## src/design/irc_consts.vh

```
`ifndef IRC_CONSTS_VH
`define IRC_CONSTS_VH

// Register indices as printed (word indices, not byte addresses: byte address = 4 * index)
`define IRC_IDX_CONV_A_LO      6'h04
`define IRC_IDX_CONV_A_HI      6'h05
`define IRC_IDX_CONV_B_LO      6'h06
// Byte addresses on the register bus (all eight address bits used for decode)
`define IRC_ADDR_CONV_A_LO     8'h10
`define IRC_ADDR_CONV_A_HI     8'h14
`define IRC_ADDR_CONV_B_LO     8'h18
// Field positions inside a register word
`define IRC_DIR_BIT            15
`define IRC_IDX_MSB            14
`define IRC_IDX_LSB            9
`define IRC_RSVD_BIT           8
`define IRC_RANGE_MSB          7
// Reset values
`define IRC_RST_CONV_A_LO      16'h08ff
`define IRC_RST_CONV_A_HI      16'h0aff
`define IRC_RST_CONV_B_LO      16'h0cff
`define IRC_RST_FIELD          2'h3
`define IRC_RST_RANGES         8'hff
// Range codes and decoded front-end selections
`define IRC_CODE_10V_A         2'h0
`define IRC_CODE_2V5           2'h1
`define IRC_CODE_5V            2'h2
`define IRC_CODE_10V_B         2'h3
`define IRC_SEL_10V            3'h1
`define IRC_SEL_5V             3'h2
`define IRC_SEL_2V5            3'h4
// Bus responses
`define IRC_RESP_OKAY          2'h0
`define IRC_RESP_SLVERR        2'h2

`endif

```

## src/design/irc_input_range_regs.v

```verilog
`timescale 1ns/10ps
`include "irc_consts.vh"

// Notes on behaviour
// - Bit 15: 0 read, 1 write request
// - Bits 14..9 hold own register index
// - Bit 8 reserved, always reads zero
// - Decode codes: 00/11 10V, 01 2.5V, 10 5V
// - Index 4: conv A inputs 3..0
// - Index 5: conv A inputs 7..4
// - Index 6: conv B inputs 3..0
// - Reset loads 11b in every field
module irc_input_range_regs (
    // Clock and reset
    input  wire        i_mclk,
    input  wire        i_nrst,
    // AXI4-Lite write address
    input  wire [7:0]  i_awaddr,
    input  wire [2:0]  i_awprot,
    input  wire        i_awvalid,
    output reg         o_awready,
    // AXI4-Lite write data
    input  wire [31:0] i_wdata,
    input  wire [3:0]  i_wstrb,
    input  wire        i_wvalid,
    output reg         o_wready,
    // AXI4-Lite write response
    output reg  [1:0]  o_bresp,
    output reg         o_bvalid,
    input  wire        i_bready,
    // AXI4-Lite read address
    input  wire [7:0]  i_araddr,
    input  wire [2:0]  i_arprot,
    input  wire        i_arvalid,
    output reg         o_arready,
    // AXI4-Lite read data
    output reg  [31:0] o_rdata,
    output reg  [1:0]  o_rresp,
    output reg         o_rvalid,
    input  wire        i_rready,
    // Front-end range selections, one-hot per channel (10V, 5V, 2.5V)
    output wire [2:0]  o_conv_a_input0_range,
    output wire [2:0]  o_conv_a_input1_range,
    output wire [2:0]  o_conv_a_input2_range,
    output wire [2:0]  o_conv_a_input3_range,
    output wire [2:0]  o_conv_a_input4_range,
    output wire [2:0]  o_conv_a_input5_range,
    output wire [2:0]  o_conv_a_input6_range,
    output wire [2:0]  o_conv_a_input7_range,
    output wire [2:0]  o_conv_b_input0_range,
    output wire [2:0]  o_conv_b_input1_range,
    output wire [2:0]  o_conv_b_input2_range,
    output wire [2:0]  o_conv_b_input3_range
);

    // ============================================================
    // Stored state
    // ============================================================
    // Only the eight range bits are kept per register; the index field and
    // the reserved bit are rebuilt on every read, so they can never drift
    reg  [7:0]  conv_a_lo_reg;     // Conv A inputs 3..0 range codes
    reg  [7:0]  conv_a_hi_reg;     // Conv A inputs 7..4 range codes
    reg  [7:0]  conv_b_lo_reg;     // Conv B inputs 3..0 range codes
    reg         aw_held_reg;       // Write address captured
    reg         w_held_reg;        // Write data captured
    reg  [7:0]  aw_addr_reg;       // Captured write address
    reg  [15:0] w_data_reg;        // Captured low half of write data
    reg  [1:0]  w_strb_reg;        // Captured low byte enables
    reg  [31:0] rdata_next;        // Read mux
    reg  [1:0]  rresp_next;        // Read response
    reg  [15:0] ctl_word;          // Write word seen as a control word
    reg         wr_hit;            // Write address maps to a register
    wire        do_write;          // Both halves present, response free

    // ============================================================
    // Write path
    // ============================================================

    // A write fires once address and data are both held and no response waits
    assign do_write = aw_held_reg && w_held_reg && !o_bvalid;

    // Address decode for writes; unmapped addresses answer SLVERR
    // The address is compared in full, so no alias reaches a register
    always @* begin
        ctl_word = w_data_reg;
        case (aw_addr_reg)
            `IRC_ADDR_CONV_A_LO,
            `IRC_ADDR_CONV_A_HI,
            `IRC_ADDR_CONV_B_LO: wr_hit = 1'b1;
            default:             wr_hit = 1'b0;
        endcase
    end

    // Channel accepts, capture, register update and response
    always @(posedge i_mclk or negedge i_nrst) begin
        if (!i_nrst) begin
            // Bus idle, slots empty, ranges at the widest setting
            o_awready     <= 1'b0;
            o_wready      <= 1'b0;
            o_bvalid      <= 1'b0;
            o_bresp       <= `IRC_RESP_OKAY;
            aw_held_reg   <= 1'b0;
            w_held_reg    <= 1'b0;
            aw_addr_reg   <= 8'h00;
            w_data_reg    <= 16'h0000;
            w_strb_reg    <= 2'h0;
            conv_a_lo_reg <= `IRC_RST_RANGES;
            conv_a_hi_reg <= `IRC_RST_RANGES;
            conv_b_lo_reg <= `IRC_RST_RANGES;
        end else begin
            // Ready is a one-cycle pulse while the slot is empty
            o_awready <= !aw_held_reg && i_awvalid && !o_awready;
            o_wready  <= !w_held_reg && i_wvalid && !o_wready;
            // Address slot fills on its own handshake
            if (o_awready && i_awvalid) begin
                aw_held_reg <= 1'b1;
                aw_addr_reg <= i_awaddr;
            end
            // Data slot fills independently, so AW and W may come in any order
            if (o_wready && i_wvalid) begin
                w_held_reg <= 1'b1;
                w_data_reg <= i_wdata[15:0];
                w_strb_reg <= i_wstrb[1:0];
            end
            // Commit: empty both slots and raise the response in one step
            if (do_write) begin
                aw_held_reg <= 1'b0;
                w_held_reg  <= 1'b0;
                o_bvalid    <= 1'b1;
                o_bresp     <= wr_hit ? `IRC_RESP_OKAY : `IRC_RESP_SLVERR;
                // Direction bit 0 means a read request: nothing is stored
                // Index field and bit 8 are never stored, so they are ignored
                if (ctl_word[`IRC_DIR_BIT] && w_strb_reg[0]) begin
                    case (aw_addr_reg)
                        `IRC_ADDR_CONV_A_LO: conv_a_lo_reg <= ctl_word[`IRC_RANGE_MSB:0];
                        `IRC_ADDR_CONV_A_HI: conv_a_hi_reg <= ctl_word[`IRC_RANGE_MSB:0];
                        `IRC_ADDR_CONV_B_LO: conv_b_lo_reg <= ctl_word[`IRC_RANGE_MSB:0];
                        default:             conv_a_lo_reg <= conv_a_lo_reg;
                    endcase
                end
            // Response stands until the host takes it
            end else if (o_bvalid && i_bready) begin
                o_bvalid <= 1'b0;
            end
        end
    end

    // ============================================================
    // Read path
    // ============================================================

    // Word = direction 0, own index, reserved 0, range codes
    // The address is decoded in full: aliases read as unmapped
    always @* begin
        rresp_next = `IRC_RESP_OKAY;
        case (i_araddr)
            `IRC_ADDR_CONV_A_LO: rdata_next = {16'h0000, 1'b0, `IRC_IDX_CONV_A_LO, 1'b0, conv_a_lo_reg};
            `IRC_ADDR_CONV_A_HI: rdata_next = {16'h0000, 1'b0, `IRC_IDX_CONV_A_HI, 1'b0, conv_a_hi_reg};
            `IRC_ADDR_CONV_B_LO: rdata_next = {16'h0000, 1'b0, `IRC_IDX_CONV_B_LO, 1'b0, conv_b_lo_reg};
            default: begin
                // Unmapped: zero data and SLVERR
                rdata_next = 32'h00000000;
                rresp_next = `IRC_RESP_SLVERR;
            end
        endcase
    end

    // Take the read address and present data one edge later
    always @(posedge i_mclk or negedge i_nrst) begin
        if (!i_nrst) begin
            // No read in flight after reset
            o_arready <= 1'b0;
            o_rvalid  <= 1'b0;
            o_rdata   <= 32'h00000000;
            o_rresp   <= `IRC_RESP_OKAY;
        end else begin
            // Only one read is accepted while rvalid is low
            o_arready <= i_arvalid && !o_rvalid && !o_arready;
            // Capture data and response at the address handshake
            if (o_arready && i_arvalid) begin
                o_rvalid <= 1'b1;
                o_rdata  <= rdata_next;
                o_rresp  <= rresp_next;
            // Data and response hold steady until rready is seen
            end else if (o_rvalid && i_rready) begin
                o_rvalid <= 1'b0;
            end
        end
    end

    // ============================================================
    // Front-end decode, one decoder per channel
    // ============================================================
    // Each channel has its own decoder flop, so every range output is a
    // register and the front end never sees decode glitches.
    // The cost is one cycle of lag after a register write lands.

    // ============================================================
    // Conv A inputs 0..3, from the index 4 register
    // ============================================================

    // Conv A input 0, bits 1..0
    irc_range_decode u_dec_a0 (
        .i_mclk (i_mclk),
        .i_nrst (i_nrst),
        .i_code (conv_a_lo_reg[1:0]),
        .o_sel  (o_conv_a_input0_range)
    );

    // Conv A input 1, bits 3..2
    irc_range_decode u_dec_a1 (
        .i_mclk (i_mclk),
        .i_nrst (i_nrst),
        .i_code (conv_a_lo_reg[3:2]),
        .o_sel  (o_conv_a_input1_range)
    );

    // Conv A input 2, bits 5..4
    irc_range_decode u_dec_a2 (
        .i_mclk (i_mclk),
        .i_nrst (i_nrst),
        .i_code (conv_a_lo_reg[5:4]),
        .o_sel  (o_conv_a_input2_range)
    );

    // Conv A input 3, bits 7..6
    irc_range_decode u_dec_a3 (
        .i_mclk (i_mclk),
        .i_nrst (i_nrst),
        .i_code (conv_a_lo_reg[7:6]),
        .o_sel  (o_conv_a_input3_range)
    );

    // ============================================================
    // Conv A inputs 4..7, from the index 5 register
    // ============================================================

    // Conv A input 4, bits 1..0
    irc_range_decode u_dec_a4 (
        .i_mclk (i_mclk),
        .i_nrst (i_nrst),
        .i_code (conv_a_hi_reg[1:0]),
        .o_sel  (o_conv_a_input4_range)
    );

    // Conv A input 5, bits 3..2
    irc_range_decode u_dec_a5 (
        .i_mclk (i_mclk),
        .i_nrst (i_nrst),
        .i_code (conv_a_hi_reg[3:2]),
        .o_sel  (o_conv_a_input5_range)
    );

    // Conv A input 6, bits 5..4
    irc_range_decode u_dec_a6 (
        .i_mclk (i_mclk),
        .i_nrst (i_nrst),
        .i_code (conv_a_hi_reg[5:4]),
        .o_sel  (o_conv_a_input6_range)
    );

    // Conv A input 7, bits 7..6
    irc_range_decode u_dec_a7 (
        .i_mclk (i_mclk),
        .i_nrst (i_nrst),
        .i_code (conv_a_hi_reg[7:6]),
        .o_sel  (o_conv_a_input7_range)
    );

    // ============================================================
    // Conv B inputs 0..3, from the index 6 register
    // ============================================================

    // Conv B input 0, bits 1..0
    irc_range_decode u_dec_b0 (
        .i_mclk (i_mclk),
        .i_nrst (i_nrst),
        .i_code (conv_b_lo_reg[1:0]),
        .o_sel  (o_conv_b_input0_range)
    );

    // Conv B input 1, bits 3..2
    irc_range_decode u_dec_b1 (
        .i_mclk (i_mclk),
        .i_nrst (i_nrst),
        .i_code (conv_b_lo_reg[3:2]),
        .o_sel  (o_conv_b_input1_range)
    );

    // Conv B input 2, bits 5..4
    irc_range_decode u_dec_b2 (
        .i_mclk (i_mclk),
        .i_nrst (i_nrst),
        .i_code (conv_b_lo_reg[5:4]),
        .o_sel  (o_conv_b_input2_range)
    );

    // Conv B input 3, bits 7..6
    irc_range_decode u_dec_b3 (
        .i_mclk (i_mclk),
        .i_nrst (i_nrst),
        .i_code (conv_b_lo_reg[7:6]),
        .o_sel  (o_conv_b_input3_range)
    );

endmodule // irc_input_range_regs

```

## src/design/irc_range_decode.v

```verilog
`timescale 1ns/10ps
`include "irc_consts.vh"

// ============================================================
// Range code decoder, one per channel, registered output
// ============================================================
module irc_range_decode (
    // Clock and reset
    input  wire       i_mclk,
    input  wire       i_nrst,
    // Stored range code
    input  wire [1:0] i_code,
    // One-hot front-end selection: bit0 10V, bit1 5V, bit2 2.5V
    output reg  [2:0] o_sel
);

    reg [2:0] sel_next;  // Combinational decode

    // Two codes map to the widest range
    always @* begin
        case (i_code)
            `IRC_CODE_2V5: sel_next = `IRC_SEL_2V5;
            `IRC_CODE_5V:  sel_next = `IRC_SEL_5V;
            default:       sel_next = `IRC_SEL_10V;
        endcase
    end

    // Registered so the front end sees a clean level
    always @(posedge i_mclk or negedge i_nrst) begin
        if (!i_nrst) begin
            o_sel <= `IRC_SEL_10V;
        end else begin
            o_sel <= sel_next;
        end
    end

endmodule // irc_range_decode

```

## config.mk

```make
export PLATFORM = sky130hd
export DESIGN_NAME = irc_input_range_regs
export DESIGN_NICKNAME = d
export VERILOG_FILES = /design/src/design/irc_input_range_regs.v /design/src/design/irc_range_decode.v
export VERILOG_INCLUDE_DIRS = /design/src /design/src/design
export SDC_FILE = /design/constraint.sdc
export NUM_CORES = 1
export LEC_CHECK = 0
export BUFFER_PORTS_ARGS = -buffer_cell sky130_fd_sc_hd__buf_2
export CAP_MARGIN = 20
export CORE_UTILIZATION = 45
export CTS_CLUSTER_DIAMETER = 80
export DETAILED_ROUTE_END_ITERATION = 6
export PLACE_DENSITY = 0.76
export SKIP_LAST_GASP = 1
export SYNTH_ARGS = -nofsm -noshare
export SYNTH_HDL_FRONTEND = slang
export SYNTH_SLANG_ARGS = --single-unit
```

## constraint.sdc

```tcl
create_clock -name i_mclk -period 1.82 [get_ports i_mclk]
set_input_delay 0.091 -clock i_mclk [delete_from_list [all_inputs] [get_ports i_mclk]]
set_output_delay 0.091 -clock i_mclk [all_outputs]
set_load 0.005 [all_outputs]
```

After elaboration in Yosys (flattened, before gate mapping)
Index checks and enable logic that the tools add are counted.
{"block": "word_totals", "register_bits": 128, "input_bits": 65, "output_inout_bits": 77, "wordCells": 112}
{"block": "classes", "eq_ne": 30, "mux": 24, "reduce_logical": 30}
{"op": "3-bit case mux with 2 select lines", "count": 12}
{"op": "8-bit by 5-bit == test with 1-bit output (second input constant)", "count": 6}
{"op": "12-bit case mux with 3 select lines", "count": 1}
{"op": "2-bit by 1-bit == test with 1-bit output (second input constant)", "count": 12}
{"op": "2-bit == test (second input constant)", "count": 12}
{"op": "1-bit logical AND", "count": 14}
{"op": "1-bit two-way mux", "count": 9}
{"op": "3-bit AND reduction", "count": 3}
{"op": "2-bit nonzero test", "count": 4}
{"op": "1-bit zero test", "count": 7}
{"op": "3-bit OR reduction", "count": 2}
{"op": "2-bit two-way mux", "count": 2}

Longest topological paths before layout
{"block": "logic_depth", "depth_word": 4, "ltp_mapped": 5, "mapped_depth_nobuf": 3}

By module
From an unflattened synthesis, not the netlist that was laid out.
{"block": "unflattened", "cells_unflattened": 284, "hier_area_um2": 4075.2}
{"mod": "irc_input_range_regs", "n_inst": 1, "cells_per_inst": 200, "area_per_inst_um2": 2768.9, "seq_area_each_um2": 1581.5}
{"mod": "irc_range_decode", "n_inst": 12, "cells_per_inst": 7, "area_per_inst_um2": 108.9, "seq_area_each_um2": 76.3}

Worst setup path before layout
Ideal clock, no wire load.
{"block": "synth_timing", "path_type": "register to register", "startpoint": "register aw_addr_reg[1]", "endpoint": "register conv_a_lo_reg[0]", "setup_ps": 82, "arrival_time_ps": 1863, "t_required_ps": 1738, "path_slack_ps": -126, "path_stages_with_launch": 5, "path_buffers": 1, "synth_period_minus_slack_ps": 1946, "path_cell_list": "dfrtp_1 -> or4b_4 -> or4_4 -> buf_6 -> mux2_4"}
{"block": "synth_via", "elab_chain_len": 2}
{"item": "from (decl)", "line": "irc_input_range_regs.v:66", "source": "reg [7:0] aw_addr_reg;"}
{"item": "from (signal assigned)", "line": "irc_input_range_regs.v:117", "source": "aw_addr_reg <= i_awaddr;"}
{"item": "8-bit by 5-bit == test with 1-bit output", "line": "irc_input_range_regs.v:134", "source": "case (aw_addr_reg)"}
{"item": "3-bit AND reduction (no source line)"}
{"item": "to (signal assigned)", "line": "irc_input_range_regs.v:107", "source": "conv_a_lo_reg <= `IRC_RST_RANGES;"}
{"item": "to (signal assigned)", "line": "irc_input_range_regs.v:135", "source": "`IRC_ADDR_CONV_A_LO: conv_a_lo_reg <= ctl_word[`IRC_RANGE_MSB:0];"}
{"item": "to (signal assigned)", "line": "irc_input_range_regs.v:138", "source": "default: conv_a_lo_reg <= conv_a_lo_reg;"}
{"item": "to (decl)", "line": "irc_input_range_regs.v:61", "source": "reg [7:0] conv_a_lo_reg;"}
Every way passes these cells.
A chain may end at the register's enable or synchronous reset.

Final worst setup path
{"block": "layout_timing", "startpoint": "register aw_addr_reg[5]", "endpoint": "register conv_a_lo_reg[6]"}
Same word-level chain as after synthesis.

==> impl_metrics.py <==
metrics = {
    "finish": {
        "final_util": 0.5880,
        "fillers": 709,
        "drive_above_1_share": 0.4712,
        "syn_to_final_growth_pct": 25.59,
        "final_cell_mix": "buf_2 (85), dfrtp_1 (62), dfstp_2 (36)",
        "top_register": "o_rdata",
        "fin_nets": 500,
        "antenna_cells": 0,
        "largest_reg_flops": 11,
        "final_common_cell": "buf_2",
        "stdcell_count": 524,
    },
    "setup_path": {
        "endpoint": "conv_a_lo_reg[6]",
        "worstReg2RegEnd": "conv_a_lo_reg[6]",
        "cpPeakStageDelay_ns": 0.59,
        "worstSetupStartpoint": "aw_addr_reg[5]",
        "r2r_cells": 3,
        "worst_ep_arrival_time_ns": 2.24,
        "path_cells": "or4b_4 -> or4_4 -> mux2_4",
        "rrSetupSlack_ns": -0.13,
        "end_kind": "flop",
        "required_ns": 2.11,
        "path_max_fanout": 8,
        "crit_type": "reg2reg",
        "r2r-start": "aw_addr_reg[5]",
        "critPathSlowestCell": "or4b_4",
        "critPathLaunchType": "flop",
    },
    "die": {
        "row_count": 34,
        "io_pins": 142,
        "core-area_um2": 8763,
        "die_w_um": 97.49,
        "start_util": 0.4682,
        "die_area_um2": 9503,
        "die_y_um": 97.49,
    },
    "power_and_ir_drop": {
        "p_per_area_nw_per_um2": 975.3,
        "ir_drop_mv": 0.6033,
        "p_leak_nw": 2.503,
    },
    "clocking": {
        "cts_sinks": 98,
        "htree_levels": 3,
        "insertion_delay_ns": 0.36,
        "cts_tree": "yes",
        "clk_pin_slew_ns": 0.09,
        "postCtsSetupBuffers": 0,
        "clockBufferDepth": 2,
        "clockRootBuffer": "clkbuf_8",
        "cts_buffers": 9,
    },
    "global_route": {
        "grt_pass1_wl_mm": 12.69,
        "grt.overflow.total": 0,
        "grtUsageTotal": 0.1719,
        "antenna_found_initial": 2,
        "grt_max_degree": 44,
        "grt_pass1_vias": 2649,
    },
    "run_status": {
        "status": "finished with violations",
        "violations": "negative setup slack",
    },
    "timing": {
        "period_share": 1.072,
        "hold_violations": 0,
        "fmax_ghz": 0.5125,
        "rsz0062_at_grt": "true",
        "setup_viol": 16,
        "finalMaxSlewViolations": 0,
        "worst_slew_pin_slew_ns": 0.5609,
        "setup_slack_ns": -0.1312,
        "relSlewSlack": 0.6208,
        "fin_crit_ns": 1.951,
        "whs_ns": 0.03212,
        "skew_ns": 0.005955,
        "finalSetupTns_ns": -1.116,
    },
    "detailed_routing": {
        "postRouteAntennaNets": 0,
        "route.detailed.drc": 0,
        "vias_per_cell": 4.796,
        "first_pass_iters": 4,
        "vias": 2513,
        "finalWirelength_mm": 7.601,
        "post_drt_wl_per_cell_um": 14.51,
        "first_iter_violations": 97,
    },
    "synth": {
        "synth_flop_cell": "dfrtp_1",
        "yosys_register_bits": 98,
        "synthArstFlopShare": 1.000,
        "netlist_area_um2": 4103,
        "synth.distinct_cells": 33,
        "synth_cells": 284,
        "ys_seq_area_frac": 0.6087,
        "avgSynthCellArea_um2": 14.45,
        "yosys_warnings": 0,
        "synth_edf_count": 0,
    },
    "min_path": {
        "hold_class": "in2reg",
    },
    "place": {
        "dp.final_hpwl_mm": 5.390,
        "port_buffers": 86,
        "gp_congestion": 0.7138,
        "placedCellCount": 484,
    },
    "job": {
        "maxCapViolCount": 0,
    },
}
-- worst max-delay path: cells and delay by family (launching register included) --
family | cells | cell delay (ns)
AND/OR/NAND/NOR | 2 | 1.16
multiplexers | 1 | 0.34
flip-flops | 1 | 0.38
-- layout make-up --
type	instances	area, um^2	share of cell area
clock buffers	15	176.4	0.03424
clock inverters	1	7.507	0.001457
repair buffers	124	794.5	0.1542
well taps	108	135.1	0.02623
inverters	26	97.59	0.01894
flip-flops and latches	98	2497	0.4847
multi-input cells	152	1444	0.2802
-- routing by layer --
metal / share of wire / track usage / wire (um)
met1: 0.44 / 0.2189 / 3338
met2: 0.49 / 0.2760 / 3712
met3: 0.058 / 0.04460 / 442
met4: 0.012 / 0.07805 / 94
met5: 0.0017 / 0 / 13
-- power breakdown --
part / internal, W / switching [W] / total [W] / leakage [nW]
Clock: 0.000612 / 0.000690 / 0.00130 / 0.0900
Combinational: 0.000526 / 0.000399 / 0.000925 / 1.23
Sequential: 0.00255 / 0.000248 / 0.00280 / 1.18
Total: 0.00369 / 0.00134 / 0.00503 / 2.50
-- kinds of logic after synthesis --
family	share of synthesized area
other cells	0.0009140
flops	0.6087
simple gates	0.05337
mux	0.1421
buf+inv	0.07411
fa+ha+maj	0.07319
compound gates	0.04758
-- repair_timing --
item	CTS	global route
setup endpoints to repair	24	24
gates resized for setup	16	1
pin swaps	2	2
endpoints found under the hold margin	53	0
hold buffers	24	0
-- worst min-delay path by stage --
stage	startpoint	endpoint	slack, ns	cells past startpoint
3_3_place_gp	i_nrst	aw_addr_reg[1]	0.11	1
6_report	i_araddr[5]	o_rdata[10]	0.03	4
3_5_place_dp	i_nrst	aw_addr_reg[4]	0.11	1
2_1_floorplan	i_nrst	aw_addr_reg[0]	-0.20	0
5_1_grt	i_araddr[0]	o_rdata[10]	0.04	4
4_1_cts	i_araddr[5]	o_rdata[10]	0.02	4
-- metrics by stage --
stage / power, W / instance area [um^2] / worst slack [ns]
after detailed placement: 0.003709 / 4664 / -0.1232
after floorplan: 0.003316 / 4189 / -0.06614
after global placement: 0.003651 / 4664 / -0.08590
after global routing: 0.005316 / 5152 / -0.1795
final: 0.005025 / 5152 / -0.1312
after CTS: 0.005091 / 5149 / -0.1341
-- cell usage after synthesis, types with 3 or more instances --
| library cell | count | area share |
|---|---|---|
| a21oi_1 | 3 | 0.0037 |
| a22o_1 | 8 | 0.017 |
| buf_4 | 23 | 0.042 |
| clkbuf_1 | 6 | 0.0055 |
| dfrtp_1 | 62 | 0.38 |
| dfstp_2 | 36 | 0.23 |
| ha_1 | 24 | 0.073 |
| inv_1 | 26 | 0.024 |
| mux2_2 | 32 | 0.088 |
| mux2_4 | 8 | 0.029 |
| mux2i_1 | 8 | 0.020 |
| nand2_1 | 7 | 0.0064 |
| nand4b_1 | 3 | 0.0064 |
| nor2_1 | 4 | 0.0037 |
| nor3b_1 | 3 | 0.0055 |
| o21ai_0 | 5 | 0.0061 |
| o2bb2ai_1 | 8 | 0.017 |
No activity file was read; power rests on OpenSTA's default activity.
